### config.mk
export PLATFORM = sky130hd
export DESIGN_NAME = cpim_display
export DESIGN_NICKNAME = d
export VERILOG_FILES = /design/src/hdl/cpim_pkg.sv /design/src/hdl/cpim_mem.sv /design/src/hdl/cpim_display.sv
export SDC_FILE = /design/constraint.sdc
export NUM_CORES = 2
export LEC_CHECK = 0
export BUFFER_PORTS_ARGS = -buffer_cell sky130_fd_sc_hd__buf_2
export CAP_MARGIN = 10
export CORE_AREA = 4 4 431 433
export DETAILED_ROUTE_END_ITERATION = 10
export DIE_AREA = 0 0 435 437
export PLACE_DENSITY_LB_ADDON = 0.12
export SETUP_SLACK_MARGIN = 0.4
export SLEW_MARGIN = 10
export SYNTH_ARGS = -nofsm -noshare
export SYNTH_HDL_FRONTEND = slang
export SYNTH_SLANG_ARGS = --single-unit
### constraint.sdc
create_clock -name ref_clk_in -period 8.9 [get_ports ref_clk_in]
set_input_delay 0.89 -clock ref_clk_in [delete_from_list [all_inputs] [get_ports ref_clk_in]]
set_output_delay 0.89 -clock ref_clk_in [all_outputs]
set_load 0.02 [all_outputs]
### src/hdl/cpim_pkg.sv
// Contract
// user pattern memory holds 32 glyphs
// user glyph shown for codes 00h to 1Fh
// code bits 0-4 form address bits 3-7
// address bits 0-2 pick row; eighth unused
// data bits 0-4 are dots, bit4 leftmost
// code bits 5-7 zero selects user pattern
// pattern one lights dot, zero clears it
// sixty icons, one bit each
// icon words 10h-1Bh, D4 first, D7-D5 zero
// every sixth segment carries no icon
// reset leaves icon memory untouched
// host writes icons before display on
// icons ignore display shift
// host avoids icon addresses 1Ch and 1Dh
// refresh reads apart from host writes
// eight common and 71 segment lines
// fetched data latched into segment registers
// blank column on every sixth segment
// blank columns scroll with characters
package cpim_pkg;

   // ---------------------------------------------------------------
   // geometry
   // ---------------------------------------------------------------
   localparam int COM_NUM      = 8;
   localparam int SEG_NUM      = 71;
   localparam int GLYPH_NUM    = 32;
   localparam int GLYPH_COLS   = 5;
   localparam int SLOT_COLS    = 6;
   localparam int SLOT_NUM     = 13;
   localparam int CHAR_DEPTH   = 14;
   localparam int ICON_WORDS   = 12;
   localparam int ROW_BUF_W    = SLOT_NUM * SLOT_COLS;
   localparam logic [2:0] ICON_ROW  = 3'h7;
   localparam logic [2:0] LAST_ROW  = 3'h7;
   localparam logic [3:0] LAST_SLOT = 4'hC;
   localparam logic [2:0] MAX_DOT   = 3'h5;

   // ---------------------------------------------------------------
   // host address map
   // ---------------------------------------------------------------
   localparam logic [1:0] SEL_CHAR    = 2'h0;
   localparam logic [1:0] SEL_PATTERN = 2'h1;
   localparam logic [1:0] SEL_ICON    = 2'h2;
   localparam logic [7:0] ICON_BASE   = 8'h10;
   localparam logic [7:0] ICON_TOP    = 8'h1D;
   localparam logic [4:0] CHAR_TOP    = 5'h0D;
   localparam logic [2:0] USER_CODE_HI = 3'h0;

   // ---------------------------------------------------------------
   // timing
   // ---------------------------------------------------------------
   localparam int CLK_PERIOD_NS = 10;
   localparam int ROW_TIME_NS   = 1000;
   localparam int ROW_CYCLES    = (ROW_TIME_NS + CLK_PERIOD_NS - 1) / CLK_PERIOD_NS;

   // ---------------------------------------------------------------
   // refresh sequencer
   // ---------------------------------------------------------------
   typedef enum logic [3:0] {
      ST_CHAR = 4'h1,
      ST_CODE = 4'h2,
      ST_PAT  = 4'h4,
      ST_HOLD = 4'h8
   } cpim_state_type;

endpackage

### src/hdl/cpim_mem.sv
`timescale 1ns/100ps
module cpim_mem #(
   parameter int AW = 4,
   parameter int DW = 8
) (
   input  wire logic          ref_clk_in,
   input  wire logic          nrst_in,
   input  wire logic          wr_en_in,
   input  wire logic [AW-1:0] wr_addr_in,
   input  wire logic [DW-1:0] wr_data_in,
   input  wire logic [AW-1:0] rd_addr_in,
   output logic      [DW-1:0] rd_data_out
);

   // ---------------------------------------------------------------
   // storage
   // ---------------------------------------------------------------
   logic [DW-1:0] mem_q [0:(1<<AW)-1];

   // array has no reset: contents stay as written across resets
   always_ff @(posedge ref_clk_in) begin
      if (wr_en_in) begin
         mem_q[wr_addr_in] <= wr_data_in;
      end
   end

   // separate read port so refresh never waits on a host write
   always_ff @(posedge ref_clk_in or negedge nrst_in) begin
      if (!nrst_in) begin
         rd_data_out <= '0;
      end else begin
         rd_data_out <= mem_q[rd_addr_in];
      end
   end

endmodule // cpim_mem

### src/hdl/cpim_display.sv
`timescale 1ns/100ps
module cpim_display #(
   parameter int ROW_CYCLES = cpim_pkg::ROW_CYCLES
) (
   input  wire logic                         ref_clk_in,
   input  wire logic                         nrst_in,
   input  wire logic                         host_wr_in,
   input  wire logic [1:0]                   host_sel_in,
   input  wire logic [7:0]                   host_addr_in,
   input  wire logic [7:0]                   host_data_in,
   input  wire logic                         disp_on_in,
   input  wire logic [3:0]                   char_shift_in,
   input  wire logic [2:0]                   dot_shift_in,
   input  wire logic [4:0]                   font_row_in,
   output logic      [10:0]                  font_addr_out,
   output logic      [cpim_pkg::COM_NUM-1:0] com_out,
   output logic      [cpim_pkg::SEG_NUM-1:0] seg_out
);

   // ---------------------------------------------------------------
   // declarations
   // ---------------------------------------------------------------
   cpim_pkg::cpim_state_type          st_q;
   logic [2:0]                        row_q;
   logic [3:0]                        slot_q;
   logic [7:0]                        hold_cnt_q;
   logic [3:0]                        shift_q;
   logic [2:0]                        dot_q;
   logic [7:0]                        code_q;
   logic [cpim_pkg::ROW_BUF_W-1:0]    row_buf_q;
   logic [cpim_pkg::ROW_BUF_W-1:0]    shifted;
   logic                              icon_row;
   logic [4:0]                        char_sum;
   logic [3:0]                        char_raddr;
   logic [7:0]                        upm_raddr;
   logic [3:0]                        icon_raddr;
   logic [7:0]                        dcm_rd;
   logic [4:0]                        upm_rd;
   logic [4:0]                        icon_rd;
   logic [4:0]                        pat_bits;
   logic                              user_code;
   logic                              dcm_we;
   logic                              upm_we;
   logic                              icon_we;
   logic [7:0]                        icon_off;
   logic [cpim_pkg::SEG_NUM-1:0]      blank_mask;

   assign icon_row = (row_q == cpim_pkg::ICON_ROW);

   // ---------------------------------------------------------------
   // host write decode
   // ---------------------------------------------------------------
   // host port is the write side of each memory; refresh owns the read side
   assign dcm_we   = host_wr_in && (host_sel_in == cpim_pkg::SEL_CHAR)
                     && (host_addr_in[7:4] == 4'h0)
                     && (host_addr_in[3:0] <= cpim_pkg::CHAR_TOP[3:0]);
   assign upm_we   = host_wr_in && (host_sel_in == cpim_pkg::SEL_PATTERN);
   // 1Ch and 1Dh take writes but no icon segment ever reads them
   assign icon_we  = host_wr_in && (host_sel_in == cpim_pkg::SEL_ICON)
                     && (host_addr_in >= cpim_pkg::ICON_BASE)
                     && (host_addr_in <= cpim_pkg::ICON_TOP);
   assign icon_off = host_addr_in - cpim_pkg::ICON_BASE;

   // ---------------------------------------------------------------
   // refresh read addresses
   // ---------------------------------------------------------------
   // character area wraps inside the 14 stored codes when shifted
   assign char_sum   = {1'b0, slot_q} + {1'b0, shift_q};
   assign char_raddr = (char_sum > cpim_pkg::CHAR_TOP) ?
                       4'(char_sum - 5'(cpim_pkg::CHAR_DEPTH)) : char_sum[3:0];
   // code bits 4:0 give the glyph slot, the row gives the line
   assign upm_raddr  = {dcm_rd[4:0], row_q};
   // icons are read by fixed slot, the display shift never applies
   assign icon_raddr = slot_q;

   // ---------------------------------------------------------------
   // memories
   // ---------------------------------------------------------------
   cpim_mem #(.AW(4), .DW(8)) u_char_mem (
      .ref_clk_in  (ref_clk_in),
      .nrst_in     (nrst_in),
      .wr_en_in    (dcm_we),
      .wr_addr_in  (host_addr_in[3:0]),
      .wr_data_in  (host_data_in),
      .rd_addr_in  (char_raddr),
      .rd_data_out (dcm_rd)
   );

   // 256 words of five dots: 32 glyphs of eight lines
   cpim_mem #(.AW(8), .DW(cpim_pkg::GLYPH_COLS)) u_pattern_mem (
      .ref_clk_in  (ref_clk_in),
      .nrst_in     (nrst_in),
      .wr_en_in    (upm_we),
      .wr_addr_in  (host_addr_in),
      .wr_data_in  (host_data_in[4:0]),
      .rd_addr_in  (upm_raddr),
      .rd_data_out (upm_rd)
   );

   // icon words hold D4..D0 only; D7..D5 are dropped on write
   cpim_mem #(.AW(4), .DW(cpim_pkg::GLYPH_COLS)) u_icon_mem (
      .ref_clk_in  (ref_clk_in),
      .nrst_in     (nrst_in),
      .wr_en_in    (icon_we),
      .wr_addr_in  (icon_off[3:0]),
      .wr_data_in  (host_data_in[4:0]),
      .rd_addr_in  (icon_raddr),
      .rd_data_out (icon_rd)
   );

   // ---------------------------------------------------------------
   // pattern select
   // ---------------------------------------------------------------
   // user glyph only for codes 00h..1Fh, fixed font otherwise
   assign user_code = (code_q[7:5] == cpim_pkg::USER_CODE_HI);
   always_comb begin
      if (icon_row) begin
         pat_bits = (slot_q < 4'(cpim_pkg::ICON_WORDS)) ? icon_rd : 5'h00;
      end else if (user_code) begin
         pat_bits = upm_rd;
      end else begin
         pat_bits = font_row_in;
      end
   end

   // ---------------------------------------------------------------
   // refresh sequencer
   // ---------------------------------------------------------------
   // fixed three-step fetch per slot; host traffic never stalls it
   always_ff @(posedge ref_clk_in or negedge nrst_in) begin
      if (!nrst_in) begin
         st_q <= cpim_pkg::ST_CHAR;
      end else begin
         unique case (st_q)
            cpim_pkg::ST_CHAR: st_q <= cpim_pkg::ST_CODE;
            cpim_pkg::ST_CODE: st_q <= cpim_pkg::ST_PAT;
            cpim_pkg::ST_PAT: begin
               if (slot_q == cpim_pkg::LAST_SLOT) begin
                  st_q <= cpim_pkg::ST_HOLD;
               end else begin
                  st_q <= cpim_pkg::ST_CHAR;
               end
            end
            cpim_pkg::ST_HOLD: begin
               if (hold_cnt_q == 8'(ROW_CYCLES - 1)) begin
                  st_q <= cpim_pkg::ST_CHAR;
               end
            end
         endcase
      end
   end

   // slot and row counters
   always_ff @(posedge ref_clk_in or negedge nrst_in) begin
      if (!nrst_in) begin
         slot_q <= 4'h0;
         row_q  <= 3'h0;
      end else if (st_q == cpim_pkg::ST_PAT) begin
         slot_q <= (slot_q == cpim_pkg::LAST_SLOT) ? 4'h0 : slot_q + 4'h1;
      end else if ((st_q == cpim_pkg::ST_HOLD) && (hold_cnt_q == 8'(ROW_CYCLES - 1))) begin
         row_q <= (row_q == cpim_pkg::LAST_ROW) ? 3'h0 : row_q + 3'h1;
      end
   end

   // row hold counter sets the multiplex period of each common
   always_ff @(posedge ref_clk_in or negedge nrst_in) begin
      if (!nrst_in) begin
         hold_cnt_q <= 8'h00;
      end else if (st_q == cpim_pkg::ST_HOLD) begin
         hold_cnt_q <= (hold_cnt_q == 8'(ROW_CYCLES - 1)) ? 8'h00 : hold_cnt_q + 8'h01;
      end
   end

   // scroll offsets are taken on the last hold cycle of the icon row: the
   // first character read of a frame already uses them, so no frame tears
   always_ff @(posedge ref_clk_in or negedge nrst_in) begin
      if (!nrst_in) begin
         shift_q <= 4'h0;
         dot_q   <= 3'h0;
      end else if ((st_q == cpim_pkg::ST_HOLD) && (row_q == cpim_pkg::LAST_ROW)
                   && (hold_cnt_q == 8'(ROW_CYCLES - 1))) begin
         shift_q <= (char_shift_in > cpim_pkg::CHAR_TOP[3:0]) ? 4'h0 : char_shift_in;
         dot_q   <= (dot_shift_in > cpim_pkg::MAX_DOT) ? cpim_pkg::MAX_DOT : dot_shift_in;
      end
   end

   // code capture and fixed font request
   always_ff @(posedge ref_clk_in or negedge nrst_in) begin
      if (!nrst_in) begin
         code_q        <= 8'h00;
         font_addr_out <= 11'h000;
      end else if (st_q == cpim_pkg::ST_CODE) begin
         code_q        <= dcm_rd;
         font_addr_out <= {dcm_rd, row_q};
      end
   end

   // ---------------------------------------------------------------
   // row buffer
   // ---------------------------------------------------------------
   // five dots then one forced blank per slot, bit 4 leftmost
   always_ff @(posedge ref_clk_in or negedge nrst_in) begin
      if (!nrst_in) begin
         row_buf_q <= '0;
      end else if (st_q == cpim_pkg::ST_PAT) begin
         for (int c = 0; c < cpim_pkg::GLYPH_COLS; c++) begin
            row_buf_q[slot_q*cpim_pkg::SLOT_COLS + c] <= pat_bits[4-c];
         end
         row_buf_q[slot_q*cpim_pkg::SLOT_COLS + cpim_pkg::GLYPH_COLS] <= 1'b0;
      end
   end

   // ---------------------------------------------------------------
   // segment and common latches
   // ---------------------------------------------------------------
   // blanks live in the buffer, so the dot shift carries them along
   assign shifted = icon_row ? row_buf_q : (row_buf_q >> dot_q);

   always_ff @(posedge ref_clk_in or negedge nrst_in) begin
      if (!nrst_in) begin
         seg_out <= '0;
         com_out <= '0;
      end else if ((st_q == cpim_pkg::ST_PAT) && (slot_q == cpim_pkg::LAST_SLOT)) begin
         seg_out <= '0;
         com_out <= '0;
      end else if ((st_q == cpim_pkg::ST_HOLD) && (hold_cnt_q == 8'h00)) begin
         seg_out <= disp_on_in ? shifted[cpim_pkg::SEG_NUM-1:0] : '0;
         com_out <= disp_on_in ? (8'h01 << row_q) : 8'h00;
      end
   end

   generate
      for (genvar k = 0; k < cpim_pkg::SEG_NUM; k++) begin : g_mask
         assign blank_mask[k] = ((k % cpim_pkg::SLOT_COLS) == cpim_pkg::GLYPH_COLS);
      end
   endgenerate
endmodule // cpim_display

==> flow_summary.toml <==
[outcome]
outcome = "completed"

[yosys]
muxShareOfSynthArea = 0.173
netlist_instances = 4386
synth_edf_count = 1488
synth_compound_area_frac = 0.0552
yosys.area_share.xor_xnor = 0.00143
synth_top_family_by_area = "multiplexers"
syn_avg_cell_area_um2 = 16.5
synth.area.top_cells = "edfxtp_1 62%, mux4_2 12%, dfrtp_1 7.3%"
synth_fa_ha_area_frac = 0.00418
synth_top_area_cell = "edfxtp_1"
synth_flop_cell = "edfxtp_1"
ys_ff_latch = 1700
ys_seq_area_frac = 0.689
yosysUniqueCellTypes = 77
synth-simple-area-share = 0.0575
yosys_warnings = 0
syn_area_mm2 = 0.0725
synth_top_cell_area_share = 0.616
async_reset_ff_frac = 0.125

[hold_path]
hp-class = "primary input to asynchronous set/reset pin"

[sta]
period_minus_slack_ps = 4690
tns_ps = 0
final_max_slew_viol_count = 0
final.setup_skew_ps = 58.6
slew_headroom = 0.224
fmax_mhz = 213
hold_violations = 0
setup_viol = 0
grt_setup_unrepaired = "false"
tightest_slew_ps = 1160
finalCritPeriodShare = 0.527

[floorplanning]
row_count = 157
start_util = 0.398
coreArea_mm2 = 0.182
io_pins = 124
die_w_um = 435
fp.dieH_um = 437
fp.dieArea_mm2 = 0.190

[clocking]
numClockSinks = 1700
ctsHoldBuffers = 0
cts_buffers = 182
cts_tree = "built"
cts.path.max_buffers = 3
clk_pin_slew_worst_paths_ps = 60
post_cts_resized = 0
htreeDepth = 4
clock_latency_ps = 830
postCtsSetupBuffers = 0
clock-root-buffer = "clkbuf_16"

[power_and_ir_drop]
power.density_mw_per_mm2 = 203
p_leak_nw = 26.2
ir_worst_vdd_v = 0.000163
power.total_mw = 16.5

[placement]
place_congestion = 0.827
place_area_mm2 = 0.0758
dpl.cell_count = 6702
io_buffer_count = 123
dp.final_hpwl_um = 117000

[global_route]
antenna_found_initial = 5
grt_use_total = 0.203
grt_pass1_vias = 41100
grt_pass1_wl_um = 288000
grt_max_degree = 169
overflow = 0

[critical_path]
cp-start-kind = "flip-flop"
arrival_ps = 5400
crit_type = "flip-flop to flip-flop"
cp-end-kind = "flip-flop"
reg2regPathDepth = 9
cpMostUsedCell = "nor3_1"
critical_path.top_delay_family = "buffers and inverters"
worst-path-stages = 9
worstPathRequired_ps = 9600
critPathMaxFanout = 104
critPathMaxStageDelay_ps = 850
slowest_stage = "dfrtp_4"
crit_chain = "buf_12 -> buf_4 -> mux4_2 -> mux2_2 -> a221oi_1 -> o31ai_1 -> nor3_1 -> nor3_1 -> or3_1"
cp.buffers_inverters = 2

[layout]
layout-drive-gt1-share = 0.207
nNetsFinal = 4558
layout.cells.non_filler = 7037
areaGrowthSynthToFinish_pct = 12.5
postLayoutCellArea_mm2 = 0.0816

[route]
dr.pass1.iters = 7
top_layer = "met4"
drc = 0
route.met3.wl_um = 7700
wl_met1_um = 86400
ant_nets = 0
wirelength_um = 194000
vias = 40300
drt_iter0_drc = 3576
wl_per_cell_um = 27.5
wl_met2_um = 95400
viasPerCell = 5.72

[job]
maxCapViolations = 0
[synthesized netlist by cell type, types with 5 or more instances]
master,number
buf_1,35
xnor2_1,8
mux2_1,6
a211oi_1,7
o21ai_1,5
nand2b_1,8
dfrtp_1,211
nand3_1,113
ha_1,21
o22ai_1,50
clkbuf_1,192
buf_4,21
nor2_1,436
nand4_1,30
buf_6,12
inv_1,16
o21a_1,6
a21o_1,10
o311ai_0,5
or2_2,6
a22oi_1,21
o21ai_0,137
a22o_1,21
and3_1,10
nor4_1,12
edfxtp_1,1488
o31ai_1,10
a31oi_1,19
a21oi_1,171
nand2_1,227
mux2i_1,301
nor3_1,67
mux2_2,66
o221ai_1,95
o211ai_1,12
and2_1,8
nor2b_1,18
or3_1,6
buf_2,35
a2bb2oi_1,13
mux4_2,387
[metal layers]
metal | vias up | GRT usage
met2 | 954 | 0.335
li1 | 17800 | -
met1 | 21300 | 0.285
met3 | 270 | 0.0271
met5 | - | 0
met4 | 0 | 0.0513
[worst reg2reg max path, delay by kind of cell, from the launching register on]
| kind | cells | cell delay [ps] |
|---|---|---|
| flops | 1 | 850 |
| compound gates | 2 | 600 |
| simple gates | 3 | 840 |
| mux | 2 | 800 |
| buf+inv | 2 | 1510 |
[flip-flops by register name (all words and copies together) (netlist names), 5 cells and up]
signal	flops
row_buf_q	78
seg_out	71
u_char_mem.mem_q	128
u_char_mem.rd_data_out	8
font_addr_out	11
u_pattern_mem.mem_q	1280
u_icon_mem.mem_q	80
hold_cnt_q	8
u_pattern_mem.rd_data_out	5
com_out	8
u_icon_mem.rd_data_out	5
[power by group]
part / switching [mW] / leakage (nW) / internal (mW)
Clock: 3.21 / 2.80 / 4.11
Combinational: 0.307 / 7.36 / 0.126
Sequential: 0.0461 / 16.0 / 8.73
Total: 3.56 / 26.2 / 13.0
[layout by cell type (no fill, tap or decap), types with 16 or more instances in the layout]
master        n
clkbuf_16   182
o21ai_0     134
a22oi_1      21
mux2i_1     301
nand2_1     226
o221ai_1     95
nand3_1     102
nor2b_1      18
inv_1        16
a21oi_1     170
conb_1       26
a31oi_1      19
o22ai_1      50
mux2_2       66
dfrtp_1     203
nor3_1       66
ha_1         19
nor2_1      435
clkbuf_1     44
buf_2       117
nand4_1      30
buf_4        72
mux4_2      387
edfxtp_1   1488
clkinv_2     30
a22o_1       21
clkinv_1     40
[metrics by stage]
stage / hold slack (ps) / utilization / setup slack [ps]
finish: 70.5 / 0.448 / 4210
global route: 82.0 / 0.448 / 3880
CTS: 53.7 / 0.448 / 4210
detailed placement: 465 / 0.416 / 4200
global placement: 457 / 0.416 / 4240
floorplan: 454 / - / 5700
[logic make-up after synthesis]
kind of cell	after synthesis
xor gates and xnor gates	11
buffers and inverters	317
DFF	1700
adders and majority gates	23
and+or+nand+nor	959
AOI/OAI and AO/OA	615
muxes	760
other	1
[worst paths after layout]
path	to	slack [ps]	from
setup / recovery	u_pattern_mem.rd_data_out[1]$_DFF_PN0_	4210	row_q[1]$_DFFE_PN0P_
hold / removal	seg_out[32]$_DFFE_PN0P_	70	nrst_in
setup reg to reg	u_pattern_mem.rd_data_out[1]$_DFF_PN0_	4210	row_q[1]$_DFFE_PN0P_
hold reg to reg	seg_out[37]$_DFFE_PN0P_	470	seg_out[37]$_DFFE_PN0P_
max in group asynchronous	row_q[1]$_DFFE_PN0P_	7470	nrst_in
min in group ref_clk_in	dot_q[2]$_DFFE_PN0P_	340	dot_shift_in[2]
[final cells by class]
| class | instances | area, µm² |
|---|---|---|
| fillers | 15800 | 101000 |
| flip-flops and latches | 1700 | 50000 |
| multi-input cells | 2394 | 21400 |
| clock inverters | 96 | 916 |
| diodes | 3 | 7.51 |
| clock buffers | 236 | 4860 |
| well taps | 2385 | 2980 |
| repair buffers | 201 | 1340 |
| inverters | 22 | 86.3 |
Note: power is estimated with default switching activity, not from simulation.
